### src/rtc_consts.svh
`ifndef RTC_CONSTS_SVH
`define RTC_CONSTS_SVH

// Fixed bus address of the slave.
`define RTC_SLAVE_ADDR 7'h4c

// Register indices; a Wishbone byte address is four times the index.
`define RTC_IDX_LOCAL 8'h00
`define RTC_IDX_RMT_MSB 8'h01
`define RTC_IDX_STATUS 8'h02
`define RTC_IDX_CONFIG 8'h03
`define RTC_IDX_LHS 8'h05
`define RTC_IDX_RHS_MSB 8'h07
`define RTC_IDX_RMT_LSB 8'h10
`define RTC_IDX_RHS_LSB 8'h13
`define RTC_IDX_CRIT_SP 8'h19
`define RTC_IDX_CRIT_HYST 8'h21
`define RTC_IDX_ENH_CFG 8'h45
`define RTC_IDX_NONE 8'hff

// Field positions.
`define RTC_CFG_ALERT_MASK 7
`define RTC_CFG_CRIT_UNLOCK 1
`define RTC_ENH_USF 3
`define RTC_ENH_FILTER 0
`define RTC_ST_LHIGH 6
`define RTC_ST_RHIGH 4
`define RTC_ST_DIODE 2
`define RTC_ST_CRIT 1

// Reset values.
`define RTC_RST_CONFIG 8'h00
`define RTC_RST_ENH 8'h00
`define RTC_RST_LHS 8'h46
`define RTC_RST_RHS_MSB 8'h55
`define RTC_RST_CRIT_SP 8'h6e
`define RTC_RST_CRIT_HYST 8'h0a

// Forced readings in 1/256 degree steps; saturation limits in 1/32 degree steps.
`define RTC_FORCE_GND_S 16'h8000
`define RTC_FORCE_GND_U 16'h0000
`define RTC_FORCE_OPEN_S 16'h7f00
`define RTC_FORCE_OPEN_U 16'hff00
`define RTC_SAT_S_MAX 14'h0fff
`define RTC_SAT_S_MIN 14'h3000

// Bus stuck-low timeout.
`define RTC_TIMEOUT_MS 35
`define RTC_CLK_KHZ 250000
`define RTC_TIMEOUT_CYC (`RTC_TIMEOUT_MS * `RTC_CLK_KHZ)

`endif

### src/rtc_pkg.sv
package rtc_pkg;
	typedef enum logic [2:0] {
		SM_IDLE = 3'b000,
		SM_ADDR = 3'b001,
		SM_CMD = 3'b010,
		SM_WDATA = 3'b011,
		SM_RDATA = 3'b100,
		SM_IGNORE = 3'b101
	} rtc_smb_state_e;
	typedef logic [7:0] rtc_byte_t;
endpackage

### src/rtc_temp_if.sv
`timescale 1ns/1ns
interface rtc_temp_if;
	logic [13:0] raw;
	logic convDone;
	logic shortGnd;
	logic openFault;
	logic unsigned_format_sel;
	logic filterEn;
	logic [7:0] critSp;
	logic [7:0] critHyst;
	logic [15:0] word;
	logic critFlag;
	logic faultFlag;
	modport ctl (output raw, convDone, shortGnd, openFault, unsigned_format_sel, filterEn, critSp, critHyst,
		input word, critFlag, faultFlag);
	modport fmt (input raw, convDone, shortGnd, openFault, unsigned_format_sel, filterEn, critSp, critHyst,
		output word, critFlag, faultFlag);
endinterface

### src/rtc_sync2.sv
`timescale 1ns/1ns
module rtc_sync2 #(
	parameter int W = 1
) (
	// Clock and reset
	input wire logic clk,
	input wire logic rstN,
	// Levels in and synchronised copies out
	input wire logic [W-1:0] asyncIn,
	output logic [W-1:0] syncOut
);
	logic [W-1:0] stage1;

	always_ff @(posedge clk or negedge rstN) begin
		if (!rstN) begin
			stage1 <= '0;
			syncOut <= '0;
		end else begin
			stage1 <= asyncIn;
			syncOut <= stage1;
		end
	end
endmodule

### src/rtc_crit_fmt.sv
`timescale 1ns/1ns
`include "rtc_consts.svh"
module rtc_crit_fmt (
	// Clock and reset
	input wire logic clk,
	input wire logic rstN,
	// Raw reading in, formatted word and flags out
	rtc_temp_if.fmt tf
);
	logic signed [13:0] sat;
	logic [15:0] next_word;
	logic signed [9:0] rInt;
	logic signed [9:0] spInt;
	logic signed [9:0] thr;

	always_comb begin
		sat = $signed(tf.raw);
		if (tf.unsigned_format_sel) begin
			if (sat < 0) begin
				sat = '0;
			end
		end else if (sat > $signed(`RTC_SAT_S_MAX)) begin
			sat = $signed(`RTC_SAT_S_MAX);
		end else if (sat < $signed(`RTC_SAT_S_MIN)) begin
			sat = $signed(`RTC_SAT_S_MIN);
		end
		if (!tf.filterEn) begin
			sat[1:0] = 2'h0;
		end
		next_word = {sat[12:0], 3'h0};
		if (tf.shortGnd) begin
			next_word = tf.unsigned_format_sel ? `RTC_FORCE_GND_U : `RTC_FORCE_GND_S;
		end else if (tf.openFault) begin
			next_word = tf.unsigned_format_sel ? `RTC_FORCE_OPEN_U : `RTC_FORCE_OPEN_S;
		end
	end

	assign rInt = tf.unsigned_format_sel ? $signed({2'h0, next_word[15:8]})
		: $signed({{2{next_word[15]}}, next_word[15:8]});
	assign spInt = tf.unsigned_format_sel ? $signed({2'h0, tf.critSp}) : $signed({{2{tf.critSp[7]}}, tf.critSp});
	assign thr = spInt - $signed({2'h0, tf.critHyst});

	// The forced fault readings go through the same compare as real ones.
	always_ff @(posedge clk or negedge rstN) begin
		if (!rstN) begin
			tf.word <= 16'h0000;
			tf.critFlag <= 1'b0;
			tf.faultFlag <= 1'b0;
		end else if (tf.convDone) begin
			tf.word <= next_word;
			tf.faultFlag <= tf.openFault;
			if (rInt > spInt) begin
				tf.critFlag <= 1'b1;
			end else if (rInt <= thr) begin
				tf.critFlag <= 1'b0;
			end
		end
	end
endmodule

### src/rtc_sensor_top.sv
`timescale 1ns/1ns
`include "rtc_consts.svh"
// Contract
// - Critical output pulled low while the critical flag is set.
// - Critical flag sets when remote reading exceeds the critical setpoint.
// - Critical flag clears at or below setpoint minus hysteresis.
// - Critical compare uses whole degrees, fraction ignored.
// - Critical setpoint locked after reset until the unlock bit is set.
// - Setpoint signed or unsigned per format select; span +255 to -128.
// - Slave only: clock is input, never stretched; data line two-way.
// - Answers only the fixed address 1001100.
// - Temperatures are left-justified 16-bit words; unused low bits zero. Local temperature is kept as a single byte, localT.
// - Temperatures saturate at format limits, never wrap.
// - Remote values are 11-bit, eighth-degree steps, signed or unsigned.
// - With filter on, remote reading widens to 13 bits, 1/32 degree.
// - Local temperature and critical setpoint are signed whole-degree bytes.
// - Unsigned format makes the critical setpoint an unsigned byte.
// - Grounded diode forces reading to -128 signed or 0 unsigned.
// - Open or supply-shorted diode forces +127 signed or +255 unsigned.
// - Open diode sets fault flag, which drives neither output.
// - Forced readings feed every remote compare and may raise outputs.
// - Every byte is shifted most significant bit first.
// - After a read byte, acknowledge or no-acknowledge both accepted.
// - With mask clear, alert low for any status bit but fault.
// - Bus engine returns idle when a line stays low past the timeout.
module rtc_sensor_top #(
	parameter int TIMEOUT_CYC = `RTC_TIMEOUT_CYC,
	parameter logic [7:0] CRIT_SP_RST = `RTC_RST_CRIT_SP
) (
	// Clock and reset
	input wire logic clk,
	input wire logic reset_n,
	// Wishbone slave
	input wire logic cyc_i,
	input wire logic stb_i,
	input wire logic we_i,
	input wire logic [31:0] adr_i,
	input wire logic [3:0] sel_i,
	input wire logic [31:0] dat_i,
	output logic [31:0] dat_o,
	output logic ack_o,
	// Two-wire bus pins
	input wire logic smbClk,
	input wire logic smbDatIn,
	output logic smbDatOut,
	output logic smbDatOe,
	// Measurement front end
	input wire logic [13:0] remoteRaw,
	input wire logic [7:0] localRaw,
	input wire logic convDone,
	input wire logic diodeShortGnd,
	input wire logic diodeOpen,
	// Open-drain outputs
	input wire logic critOutNIn,
	output logic critOutN,
	output logic critOutNOe,
	input wire logic alertOutNIn,
	output logic alertOutN,
	output logic alertOutNOe
);
	localparam int TW = $clog2(TIMEOUT_CYC + 1);

	logic rstMeta;
	logic rstN;
	logic [1:0] busS;
	logic [1:0] faultS;
	logic sclS;
	logic sdaS;
	logic sclD;
	logic sdaD;
	logic sclRise;
	logic sclFall;
	logic startC;
	logic stopC;
	logic timedOut;
	rtc_pkg::rtc_smb_state_e state;
	logic [3:0] bitCnt;
	logic [7:0] shiftIn;
	logic [7:0] rdShift;
	logic [7:0] ptr;
	logic rw;
	logic mAck;
	logic smbWr;
	logic [7:0] smbWdata;
	logic rdLoad;
	logic [7:0] rdByte;
	logic rdMsb;
	logic [7:0] cfg;
	logic [7:0] enh;
	logic [7:0] lhs;
	logic [7:0] rhsMsb;
	logic [2:0] rhsLsb;
	logic [7:0] critSp;
	logic [7:0] critHyst;
	logic [7:0] localT;
	logic lhigh;
	logic rhigh;
	logic convD;
	logic rhighHit;
	logic statRd;
	logic [7:0] statusByte;
	logic [7:0] adrIdx;
	logic wbTake;
	logic wrEn;
	logic [7:0] wrIdx;
	logic [7:0] wrData;

	// The reset is released through two flops so every flop leaves reset together.
	always_ff @(posedge clk or negedge reset_n) begin
		if (!reset_n) begin
			rstMeta <= 1'b0;
			rstN <= 1'b0;
		end else begin
			rstMeta <= 1'b1;
			rstN <= rstMeta;
		end
	end

	rtc_sync2 #(.W(2)) uBusSync (
		.clk(clk),
		.rstN(rstN),
		.asyncIn({smbClk, smbDatIn}),
		.syncOut(busS)
	);

	rtc_sync2 #(.W(2)) uFaultSync (
		.clk(clk),
		.rstN(rstN),
		.asyncIn({diodeShortGnd, diodeOpen}),
		.syncOut(faultS)
	);

	rtc_temp_if tf();

	assign tf.raw = remoteRaw;
	assign tf.convDone = convDone;
	assign tf.shortGnd = faultS[1];
	assign tf.openFault = faultS[0];
	assign tf.unsigned_format_sel = enh[`RTC_ENH_USF];
	assign tf.filterEn = enh[`RTC_ENH_FILTER];
	assign tf.critSp = critSp;
	assign tf.critHyst = critHyst;

	rtc_crit_fmt uCrit (
		.clk(clk),
		.rstN(rstN),
		.tf(tf.fmt)
	);

	always_comb begin
		statusByte = 8'h00;
		statusByte[`RTC_ST_LHIGH] = lhigh;
		statusByte[`RTC_ST_RHIGH] = rhigh;
		statusByte[`RTC_ST_DIODE] = tf.faultFlag;
		statusByte[`RTC_ST_CRIT] = tf.critFlag;
	end

	// Shared by the Wishbone port and the two-wire read path.
	function automatic rtc_pkg::rtc_byte_t regRead(input rtc_pkg::rtc_byte_t idx);
		case (idx)
			`RTC_IDX_LOCAL: regRead = localT;
			`RTC_IDX_RMT_MSB: regRead = tf.word[15:8];
			`RTC_IDX_RMT_LSB: regRead = tf.word[7:0];
			`RTC_IDX_STATUS: regRead = statusByte;
			`RTC_IDX_CONFIG: regRead = cfg;
			`RTC_IDX_LHS: regRead = lhs;
			`RTC_IDX_RHS_MSB: regRead = rhsMsb;
			`RTC_IDX_RHS_LSB: regRead = {rhsLsb, 5'h00};
			`RTC_IDX_CRIT_SP: regRead = critSp;
			`RTC_IDX_CRIT_HYST: regRead = critHyst;
			`RTC_IDX_ENH_CFG: regRead = enh;
			default: regRead = 8'h00;
		endcase
	endfunction

	assign sclS = busS[1];
	assign sdaS = busS[0];
	assign sclRise = sclS & ~sclD;
	assign sclFall = ~sclS & sclD;
	assign startC = sclS & sclD & sdaD & ~sdaS;
	assign stopC = sclS & sclD & ~sdaD & sdaS;
	// A process, not an assign, so a register change behind an unchanged pointer is seen.
	always_comb begin
		rdByte = regRead(ptr);
	end
	assign rdMsb = rdByte[7];
	assign smbDatOut = 1'b0;

	always_ff @(posedge clk or negedge rstN) begin
		if (!rstN) begin
			sclD <= 1'b0;
			sdaD <= 1'b0;
		end else begin
			sclD <= sclS;
			sdaD <= sdaS;
		end
	end

	// stuck-low timers
	// Each line has its own timer, so normal traffic on the other line cannot mask a stuck one.
	for (genvar gi = 0; gi < 2; gi++) begin : gLow
		logic [TW-1:0] lowCnt;
		logic stuck;
		assign stuck = lowCnt == TW'(TIMEOUT_CYC - 1);
		always_ff @(posedge clk or negedge rstN) begin
			if (!rstN) begin
				lowCnt <= '0;
			end else if (busS[gi]) begin
				lowCnt <= '0;
			end else if (!stuck) begin
				lowCnt <= lowCnt + TW'(1);
			end
		end
	end
	assign timedOut = gLow[0].stuck | gLow[1].stuck;

	// The slave never holds the clock low, so a byte may not wait on register access.
	always_ff @(posedge clk or negedge rstN) begin
		if (!rstN) begin
			state <= rtc_pkg::SM_IDLE;
			bitCnt <= 4'h0;
			shiftIn <= 8'h00;
			rdShift <= 8'h00;
			ptr <= 8'h00;
			rw <= 1'b0;
			mAck <= 1'b0;
			smbDatOe <= 1'b0;
			smbWr <= 1'b0;
			smbWdata <= 8'h00;
			rdLoad <= 1'b0;
		end else begin
			smbWr <= 1'b0;
			rdLoad <= 1'b0;
			if (timedOut || stopC) begin
				state <= rtc_pkg::SM_IDLE;
				bitCnt <= 4'h0;
				smbDatOe <= 1'b0;
			end else if (startC) begin
				state <= rtc_pkg::SM_ADDR;
				bitCnt <= 4'h0;
				smbDatOe <= 1'b0;
			end else if (sclRise && state != rtc_pkg::SM_IDLE) begin
				if (bitCnt < 4'h8) begin
					shiftIn <= {shiftIn[6:0], sdaS};
					bitCnt <= bitCnt + 4'h1;
				end else if (bitCnt == 4'h8) begin
					mAck <= ~sdaS;
					bitCnt <= 4'h9;
				end
			end else if (sclFall && state != rtc_pkg::SM_IDLE) begin
				if (bitCnt == 4'h8) begin
					case (state)
						rtc_pkg::SM_ADDR: begin
							if (shiftIn[7:1] == `RTC_SLAVE_ADDR) begin
								smbDatOe <= 1'b1;
								rw <= shiftIn[0];
							end else begin
								state <= rtc_pkg::SM_IGNORE;
							end
						end
						rtc_pkg::SM_CMD: begin
							smbDatOe <= 1'b1;
							ptr <= shiftIn;
						end
						rtc_pkg::SM_WDATA: begin
							smbDatOe <= 1'b1;
							smbWr <= 1'b1;
							smbWdata <= shiftIn;
						end
						default: begin
							smbDatOe <= 1'b0;
						end
					endcase
				end else if (bitCnt == 4'h9) begin
					bitCnt <= 4'h0;
					smbDatOe <= 1'b0;
					case (state)
						rtc_pkg::SM_ADDR: begin
							if (rw) begin
								state <= rtc_pkg::SM_RDATA;
								rdShift <= {rdByte[6:0], 1'b0};
								smbDatOe <= ~rdByte[7];
								rdLoad <= 1'b1;
							end else begin
								state <= rtc_pkg::SM_CMD;
							end
						end
						rtc_pkg::SM_CMD: begin
							state <= rtc_pkg::SM_WDATA;
						end
						rtc_pkg::SM_RDATA: begin
							if (mAck) begin
								rdShift <= {rdByte[6:0], 1'b0};
								smbDatOe <= ~rdByte[7];
								rdLoad <= 1'b1;
							end else begin
								state <= rtc_pkg::SM_IGNORE;
							end
						end
						default: begin
							state <= rtc_pkg::SM_IGNORE;
						end
					endcase
				end else if (state == rtc_pkg::SM_RDATA) begin
					smbDatOe <= ~rdShift[7];
					rdShift <= {rdShift[6:0], 1'b0};
				end
			end
		end
	end

	// A two-wire write wins the cycle; the Wishbone answer waits one clock instead.
	assign adrIdx = (adr_i[31:10] == 22'h000000 && adr_i[1:0] == 2'h0) ? adr_i[9:2]
		: `RTC_IDX_NONE;
	assign wbTake = cyc_i & stb_i & ~ack_o & ~smbWr;
	assign wrEn = smbWr | (wbTake & we_i & sel_i[0]);
	assign wrIdx = smbWr ? ptr : adrIdx;
	assign wrData = smbWr ? smbWdata : dat_i[7:0];
	assign statRd = (rdLoad && ptr == `RTC_IDX_STATUS)
		|| (wbTake && !we_i && adrIdx == `RTC_IDX_STATUS);

	always_ff @(posedge clk or negedge rstN) begin
		if (!rstN) begin
			ack_o <= 1'b0;
			dat_o <= 32'h00000000;
		end else begin
			ack_o <= wbTake;
			if (wbTake) begin
				dat_o <= {24'h000000, regRead(adrIdx)};
			end
		end
	end

	always_ff @(posedge clk or negedge rstN) begin
		if (!rstN) begin
			cfg <= `RTC_RST_CONFIG;
			enh <= `RTC_RST_ENH;
			lhs <= `RTC_RST_LHS;
			rhsMsb <= `RTC_RST_RHS_MSB;
			rhsLsb <= 3'h0;
			critSp <= CRIT_SP_RST;
			critHyst <= `RTC_RST_CRIT_HYST;
		end else if (wrEn) begin
			case (wrIdx)
				`RTC_IDX_CONFIG: cfg <= wrData;
				`RTC_IDX_ENH_CFG: enh <= wrData;
				`RTC_IDX_LHS: lhs <= wrData;
				`RTC_IDX_RHS_MSB: rhsMsb <= wrData;
				`RTC_IDX_RHS_LSB: rhsLsb <= wrData[7:5];
				`RTC_IDX_CRIT_SP: begin
					if (cfg[`RTC_CFG_CRIT_UNLOCK]) begin
						critSp <= wrData;
					end
				end
				`RTC_IDX_CRIT_HYST: critHyst <= wrData;
				default: begin
				end
			endcase
		end
	end

	assign rhighHit = tf.unsigned_format_sel ? (tf.word[15:5] > {rhsMsb, rhsLsb})
		: ($signed(tf.word[15:5]) > $signed({rhsMsb, rhsLsb}));

	// A new limit event on the same cycle as a status read is kept, not lost.
	always_ff @(posedge clk or negedge rstN) begin
		if (!rstN) begin
			convD <= 1'b0;
			localT <= 8'h00;
			lhigh <= 1'b0;
			rhigh <= 1'b0;
		end else begin
			convD <= convDone;
			if (convDone) begin
				localT <= localRaw;
			end
			if (convDone && $signed(localRaw) > $signed(lhs)) begin
				lhigh <= 1'b1;
			end else if (statRd) begin
				lhigh <= 1'b0;
			end
			if (convD && rhighHit) begin
				rhigh <= 1'b1;
			end else if (statRd) begin
				rhigh <= 1'b0;
			end
		end
	end

	assign critOutN = 1'b0;
	assign critOutNOe = tf.critFlag;
	assign alertOutN = 1'b0;
	assign alertOutNOe = ~cfg[`RTC_CFG_ALERT_MASK] & (lhigh | rhigh | tf.critFlag);
endmodule

### config.mk
export PLATFORM = sky130hd
export DESIGN_NAME = rtc_sensor_top
export DESIGN_NICKNAME = d
export VERILOG_FILES = /design/src/rtc_pkg.sv /design/src/rtc_temp_if.sv /design/src/rtc_sync2.sv /design/src/rtc_crit_fmt.sv /design/src/rtc_sensor_top.sv
export VERILOG_INCLUDE_DIRS = /design/src
export SDC_FILE = /design/constraint.sdc
export NUM_CORES = 1
export LEC_CHECK = 0
export ABC_AREA = 1
export BUFFER_PORTS_ARGS = -buffer_cell sky130_fd_sc_hd__buf_4
export CAP_MARGIN = 20
export CORE_ASPECT_RATIO = 1.4
export CORE_MARGIN = 2
export CORE_UTILIZATION = 40
export DETAILED_ROUTE_END_ITERATION = 16
export SLEW_MARGIN = 10
export SYNTH_ARGS = -nofsm -noshare
export SYNTH_HDL_FRONTEND = slang
export SYNTH_HIERARCHICAL = 1
export SYNTH_SLANG_ARGS = --single-unit
export TNS_END_PERCENT = 1
### constraint.sdc
create_clock -name clk -period 12.15 [get_ports clk]
set_clock_uncertainty 0.2 [all_clocks]
set_input_delay 0.6075 -clock clk [delete_from_list [all_inputs] [get_ports clk]]
set_output_delay 0.6075 -clock clk [all_outputs]
set_load 0.1 [all_outputs]
# == Word-level counts from Yosys, hierarchy flattened ==
# Index checks and enable logic that the tools add are counted.
# W data, S select, Z words.
# classes
add_sub_neg,4
n_lt_le_gt_ge,9
eq_ne,47
n_mux,77
n_bitwise,31
n_reduce_logical,44
# op_table
op,count
$pmux W8 S11,2
$mux W24,4
$eq A8 B5 Y1 const B,8
$mux W16,4
$mux W8,7
$mux W13,4
$add A24 B1 Y24 const B,2
$eq A24 B24 Y1 const B,2
$eq A8 B3 Y1 const B,6
$eq A8 B2 Y1 const B,5
$mux W4,8
$mux W1,30
$mux W3,10
$eq A8 B6 Y1 const B,3
$eq A8 B7 Y1 const B,3
$gt A11 B11 Y1,2
$logic_not A22 Y1,1
$mux W10,2
$reduce_and A6 Y1,3
$eq A8 B1 Y1 const B,2
$logic_not A8 Y1,2
$pmux W8 S2,1
$gt A14 B13 Y1 const B,1
$lt A14 B1 Y1 const B,1
other kinds (39),99
# word_totals
ff_bits,193
inputBits,102
output_inout_bits,39
wordCells,249

# == Logic depth before layout (Yosys ltp) ==
# Gate-level depths: netlist (run 1).
# logic_depth
ltp_word,11
ltp_mapped,31
mapped_depth_nobuf,31

# == By module ==
# Netlist (run 1), hierarchy kept.
# modules_own_cells
module,instances,cells_per_inst,area_each_um2,seq_area_each_um2
rtc_sensor_top,1,1356,9958.3,4171.5
rtc_crit_fmt,1,249,1681.6,375.4
rtc_sync2,2,4,100.1,100.1

# == Worst setup path before layout (run 1) ==
# No wires, ideal clock.
# synth_path
path_kind,register -> output
startpoint,register uCrit.tf.critFlag
endpoint,output alertOutNOe
arrival_ns,2.653
required_ns,11.342
slack_ns,8.689
path_stages_with_launch,3
path_buffers,0
cell_sequence,dfrtp_1 inv_1 a31oi_1
# synth_between
elab_chain_cells,2
# synth_rtl
item,line,rtl
from (decl),rtc_temp_if.sv:17,"output word, critFlag, faultFlag);"
from (signal assigned),rtc_crit_fmt.sv:47,tf.critFlag <= 1'b0;
from (signal assigned),rtc_crit_fmt.sv:53,tf.critFlag <= 1'b1;
from (signal assigned),rtc_crit_fmt.sv:55,tf.critFlag <= 1'b0;
$or A1 B1 Y1,rtc_sensor_top.sv:393,assign alertOutNOe = ~cfg[`RTC_CFG_ALERT_MASK] & (lhigh | rhigh | tf.critFlag);
$and A1 B1 Y1,rtc_sensor_top.sv:393,
to (decl),rtc_sensor_top.sv:59,output logic alertOutNOe
# Every way passes these cells.

# == Final worst setup path (run 1) ==
# layout_path
startpoint,register critHyst[1]
endpoint,register uCrit.tf.critFlag
# layout_between
elab_chain_cells,4
# layout_rtl
item,line,rtl
from (decl),rtc_sensor_top.sv:94,logic [7:0] critHyst;
from (signal assigned),rtc_sensor_top.sv:342,critHyst <= `RTC_RST_CRIT_HYST;
from (signal assigned),rtc_sensor_top.sv:355,`RTC_IDX_CRIT_HYST: critHyst <= wrData;
$sub A10 B9 Y10,rtc_crit_fmt.sv:41,"assign thr = spInt - $signed({2'h0, tf.critHyst});"
$le A10 B10 Y1,rtc_crit_fmt.sv:54,end else if (rInt <= thr) begin
$reduce_bool A2 Y1 (no source line),n/a,
$reduce_and A2 Y1 (no source line),n/a,
# Every way passes these cells.
# A chain may end at the register's enable or synchronous reset.

==> results.json, run 1 <==
{
  "cts.htree.levels": 4,
  "powerDensity_nw_per_um2": 105,
  "cts_resized": 0,
  "ant_nets": 0,
  "ys_types": 54,
  "netlist_top_cells_count": "nand2_1 (360), inv_1 (192), dfrtp_1 (175)",
  "track_usage_pct": 23.0,
  "synth_area_leader_cell": "dfrtp_1",
  "grt_pass1_vias": 10600,
  "cp_max_fo": 4,
  "report.final.slew_viol_count": 0,
  "synthFlopType": "dfrtp_1",
  "cap_violations": 0,
  "wl_per_cell_um": 16.8,
  "vias_per_cell": 5.21,
  "clock-root-buffer": "clkbuf_16",
  "synth_top_area_share_pct": 37.0,
  "layout-drive-gt1-share_pct": 11.0,
  "drc": 0,
  "synthesis.instances": 1613,
  "ff2ff_path_depth": 27,
  "rsz0062_at_grt": "no",
  "path_clk_slew_ns": 0.08,
  "die_w_um": 149,
  "numCtsBuffers": 17,
  "max_freq_ghz": 0.277,
  "fin_tns_setup_ns": 0,
  "antenna_cells": 0,
  "vias": 10800,
  "syn2layout_area_growth_pct": 12.0,
  "io_pins": 141,
  "path_class": "reg -> reg",
  "hp-class": "in -> reg",
  "max-vdd-ir-drop_mv": 0.0968,
  "avgSynthCellArea_um2": 7.34,
  "grt_max_degree": 72,
  "worst_pin_slew_ns": 1.02,
  "timing.final.crit_share_pct": 29.7,
  "required_ns": 12.29,
  "dieArea_um2": 31000,
  "core_area_um2": 29200,
  "die_y_um": 208,
  "nets": 1839,
  "clockBufferDepth": 2,
  "status": "completed",
  "post-route-util_pct": 45.5,
  "cp-start-kind": "flop",
  "seq_area_frac_synth_pct": 40.1,
  "routabilityCongestion": 0.973,
  "row_count": 74,
  "synth.area.top_cells": "dfrtp_1 (37%), nand2_1 (11%), inv_1 (6.1%)",
  "critPathCaptureType": "flop",
  "insertion_delay_ns": 0.45,
  "cp.arrival_ns": 3.74,
  "maxSlewHeadroom_pct": 30.3,
  "post_cts_buffers": 0,
  "start_util_pct": 40.6,
  "setup_viol": 0,
  "ys_seq_elements": 189,
  "drtIter0Drc": 583,
  "postCtsHoldBufs": 1,
  "reg2reg_slack_ns": 8.55,
  "timing.final.crit_period_ns": 3.60,
  "async_flop_share_pct": 100,
  "timing.final.hold_violations": 0,
  "routed_wl_um": 34800,
  "port_buffers": 84,
  "syn-cell-area_um2": 11800,
  "cts.sinks": 189,
  "cts_tree": "done",
  "grt_antenna_before_repair": 0,
  "synth_edf_count": 0,
  "grt_pass1_wl_um": 55500,
  "p_leak_nw": 6.03,
  "whs_path_depth": 1,
  "hpwl_um": 27200,
  "drt-pass1-iter-count": 7,
  "synth_warnings": 6,
  "grt_remaining_overflow": 0,
  "yosysMostFrequentCell": "nand2_1"
}
-- cells in the final DEF (no fill, tap or decap), types with 4 or more instances in the layout --
cell type / count
nand2_1: 360
inv_1: 192
dfrtp_1: 174
nor2_1: 156
nand3_1: 142
o21ai_0: 135
buf_4: 89
a21oi_1: 87
ha_1: 49
nor3_1: 37
o21ai_1: 37
conb_1: 31
nand4_1: 27
clkbuf_16: 17
dfstp_2: 14
o22ai_1: 13
nor4_1: 12
a31oi_1: 10
nor2_2: 10
mux2i_1: 8
inv_2: 7
or2_2: 6
nand2_2: 6
o21ai_2: 6
xor2_1: 6
a211oi_1: 6
clkinv_1: 4
nand3_2: 4
inv_6: 4
-- cell type report --
cell class | instances | area [µm²]
fillers | 2982 | 15900
multi-input cells | 1185 | 6030
inverters | 204 | 768
clock buffers | 20 | 457
flip-flops and latches | 189 | 4750
repair buffers | 90 | 678
clock inverters | 12 | 103
well taps | 380 | 475
-- metal layers --
metal	global-route usage (%)	vias to the layer above	routed length [µm]
met1	26.0	5067	13500
met2	41.5	243	18200
met3	2.95	81	1220
met4	12.6	0	1940
li1	-	5446	-
met5	0	-	0
-- worst max-delay path, cell delays in order (launching register included) --
cell	delay (ns)
dfstp_2	0.58
inv_1	0.08
ha_1	0.27
nand2_1	0.06
nand2_1	0.04
a21oi_1	0.19
o21ai_1	0.08
nand2_1	0.06
nand2_1	0.07
nand2_1	0.06
nand2_1	0.05
a21oi_1	0.25
o21ai_1	0.11
nand2_1	0.07
inv_1	0.04
ha_1	0.31
nand2_1	0.08
inv_1	0.05
a221oi_1	0.26
nand2_1	0.08
inv_1	0.05
nand2_1	0.06
inv_2	0.05
nand3_1	0.06
nand3_1	0.11
nand2_1	0.06
nand2_1	0.06
nand2_1	0.05
-- cells by family (layout without fill, tap and decap cells) --
kind of cell	count (synthesis)	after routing	share of synthesized area (%)
multiplexers	8	8	0.676
other	3	31	0.0951
adder cells (fa/ha/maj)	51	51	5.43
XOR/XNOR	9	9	0.666
flip-flops	189	189	40.1
AO/OA/AOI/OAI	310	310	14.1
buffers and inverters	267	326	9.84
AND/OR/NAND/NOR	776	776	29.1
-- stage by stage --
step | setup WS, ns | instance area [µm²] | power, mW | instances | hold slack (ns)
floorplan | 6.32 | 11900 | 0.814 | 1641 | 0.112
global placement | 8.57 | 12700 | 0.865 | 2046 | 0.135
detailed placement | 8.53 | 12700 | 0.867 | 2046 | 0.135
CTS | 8.51 | 13300 | 1.41 | 2079 | 0.0435
global route | 8.16 | 13300 | 1.46 | 2080 | 0.0465
finish | 8.55 | 13300 | 1.39 | 2080 | 0.0622
-- power by group --
| group | switching [mW] | internal, mW |
|---|---|---|
| registers | 0.0238 | 0.651 |
| logic | 0.128 | 0.0506 |
| clock network | 0.262 | 0.278 |
-- final timing paths --
path,start,endpoint
min,diodeShortGnd,uFaultSync/stage1[1]
min in group asynchronous,reset_n,rstN
max in group asynchronous,rstN,localT[5]
max,critHyst[1],uCrit/tf.critFlag
min reg2reg,uFaultSync/stage1[1],uFaultSync/syncOut[1]
max reg2reg,critHyst[1],uCrit/tf.critFlag
-- sequential cells by signal (all words and copies together), names as in the netlist, 2 cells and up --
name / count
bitCnt: 4
cfg: 8
critHyst: 8
critSp: 8
dat_o: 8
enh: 8
gLow.lowCnt: 48
lhs: 8
localT: 8
ptr: 8
rdShift: 7
rhsLsb: 3
rhsMsb: 8
shiftIn: 8
smbWdata: 8
state: 3
uBusSync/stage1: 2
uBusSync/syncOut: 2
uCrit/tf.word: 13
uFaultSync/stage1: 2
uFaultSync/syncOut: 2
Power figures use the tool's default switching activity.
==> inputs of run 2 (changes only) <==
==> constraint.sdc (replaced) <==
create_clock -name clk -period 3.4 [get_ports clk]
set_clock_uncertainty 0.2 [all_clocks]
set_input_delay 0.17 -clock clk [delete_from_list [all_inputs] [get_ports clk]]
set_output_delay 0.17 -clock clk [all_outputs]
set_load 0.1 [all_outputs]
==> run 2 against run 1 <==
  * The flow now finishes with violations (negative hold slack)
  * Via count up 3.6%
  * Sequential power rose to 3.6 times the previous value
  * Setup slack worse by 8.4 ns
  * Non-clock buffer count up 70
  * Power rose to 3.8 times the previous value
  * Largest power group unchanged
  * Sequential share of layout area down 1.9 points
  * Combinational power rose to 3.9 times the previous value
  * Fmax up 12%
  * Largest cell class unchanged
  * Clock-buffer cell count up 1
  * Die area unchanged
  * Register-to-register slack worse by 8.4 ns
  * Hold slack worse by 0.065 ns
==> results.json, run 2 (synthesis gave the netlist of run 1 again) <==
{
  "hold_path_end": "critSp[2]",
  "fillers": 2940,
  "ff2ff_path_depth": 30,
  "max-vdd-ir-drop_mv": 0.304,
  "rsz0062_at_grt": "yes",
  "cts.htree.levels": 4,
  "fin_tns_setup_ns": 0,
  "timing.final.hold_violations": 1,
  "violations": "negative hold slack",
  "setup_viol": 0,
  "die_w_um": 149,
  "max_freq_ghz": 0.312,
  "powerDensity_nw_per_um2": 375,
  "critical-path-max-stage-delay_ns": 0.54,
  "port_buffers": 84,
  "insertion_delay_ns": 0.45,
  "p_leak_nw": 6.39,
  "clock-root-buffer": "clkbuf_16",
  "grt_remaining_overflow": 0,
  "p_total_mw": 5.25,
  "vias": 11200,
  "cp-start-kind": "flop",
  "start_util_pct": 40.6,
  "core_area_um2": 29200,
  "timing.final.crit_period_ns": 3.21,
  "cp.arrival_ns": 3.34,
  "holdWs_ns": -0.00272,
  "ant_nets": 0,
  "grt_antenna_before_repair": 0,
  "cpMostUsedCell": "nand2_1",
  "largest_register": "gLow.lowCnt",
  "required_ns": 3.53,
  "fin_ws_ns": 0.192,
  "track_usage_pct": 23.9,
  "grt_pass1_vias": 11100,
  "cts_tree": "done",
  "clockBufferDepth": 2,
  "wl_per_cell_um": 16.8,
  "seq_area_um2": 4750,
  "routabilityCongestion": 0.989,
  "largestRegisters": "gLow.lowCnt x48, uCrit/tf.word x13",
  "path_class": "reg -> reg",
  "cap_violations": 0,
  "grt_max_degree": 71,
  "io_pins": 141,
  "crit_start": "critHyst[1]",
  "path_clk_slew_ns": 0.07,
  "row_count": 74,
  "layout_commonest_cell": "nand2_1",
  "cp_max_fo": 3,
  "cts.sinks": 189,
  "hpwl_um": 28200,
  "timing.final.crit_share_pct": 94.3,
  "rr_startpoint": "critHyst[1]",
  "grt_pass1_wl_um": 58200,
  "drt-pass1-iter-count": 5,
  "multi_input_area_um2": 6090,
  "vias_per_cell": 5.22,
  "numCtsBuffers": 17,
  "drtIter0Drc": 645,
  "critPathCaptureType": "flop",
  "maxSlewHeadroom_pct": 34.8,
  "hp-class": "in -> reg",
  "nets": 1909,
  "layout-drive-gt1-share_pct": 12.9,
  "whs_path_depth": 4,
  "final_cell_mix": "nand2_1 (357), inv_1 (189), dfrtp_1 (174)",
  "routed_wl_um": 36200,
  "cpMaxStageDelayCell": "dfstp_2",
  "report.final.slew_viol_count": 0,
  "drc": 0,
  "worst_pin_slew_ns": 0.950,
  "syn2layout_area_growth_pct": 18.5,
  "hp-start": "dat_i[2]",
  "antenna_cells": 0,
  "dieArea_um2": 31000,
  "reg2reg_to": "uCrit/tf.critFlag",
  "status": "finished, violations left",
  "die_y_um": 208,
  "largest_register_ffs": 48,
  "post-place-ws_ns": -0.0192,
  "reg2reg_slack_ns": 0.19
}
## run 2: cell types whose count changed in the layout (fill, tap and decap cells not counted), moves of 3 or more
cell / before / now
inv_1: 192 / 189
nand2_2: 6 / 9
bufinv_16: 0 / 3
inv_2: 7 / 10
buf_4: 89 / 117
dlygate4sd3_1: 1 / 41
nand2_1: 360 / 357
## run 2: layout make-up
type	instances	share of cell area, %
Timing Repair Buffer	160	9.47
Tap cell	380	3.39
Multi-Input combinational cell	1185	43.4
Clock buffer	21	3.28
Sequential cell	189	33.9
Clock inverter	11	1.11
Inverter	204	5.48
## run 2: worst max-delay path: cells and delay by family, from the launching register on
family	cells	cell delay (ns)
AO/OA/AOI/OAI	4	0.47
adder cells (fa/ha/maj)	2	0.47
buffers and inverters	6	0.32
flip-flops	1	0.54
AND/OR/NAND/NOR	18	1.10
## run 2: repair_timing
item                                   CTS  global route
pin swaps                                0            12
gates resized for setup                  2            12
buffers inserted                         0             6
setup endpoints to repair                1             1
hold buffers                            41             0
endpoints found under the hold margin   29             0
cloned                                   0             0
## run 2: metrics by stage
step,util (%),std cells,instance area [µm²]
3_3_place_gp,44.2,2071,12900
3_5_place_dp,44.2,2071,12900
5_1_grt,48.1,2150,14000
6_report,48.1,2150,14000
2_1_floorplan,-,1641,11900
4_1_cts,47.8,2144,13900
## run 2: power by group
part / switching (mW) / internal [mW] / leakage (nW)
combinational: 0.477 / 0.228 / 3.60
clock: 0.926 / 1.21 / 0.297
sequential: 0.0848 / 2.33 / 2.49
total: 1.49 / 3.77 / 6.39
## run 2: metal layers
metal	GRT usage (%)	wire, µm	part of all wire, %	vias to the layer above
li1	-	-	-	5580
met1	26.9	13900	38	5271
met4	11.6	1730	4.8	0
met2	44.0	19300	53	297
met3	3.03	1350	3.7	79
met5	0	0	0	-
## run 2: worst max-delay path by stage
stage	depth (start not counted)	slack, ns	end
2_1_floorplan	0	0.1	ack_o
3_3_place_gp	27	0.06	uCrit/tf.critFlag
3_5_place_dp	27	-0.02	uCrit/tf.critFlag
4_1_cts	27	0.01	uCrit/tf.critFlag
5_1_grt	30	-0.04	uCrit/tf.critFlag
6_report	30	0.19	uCrit/tf.critFlag
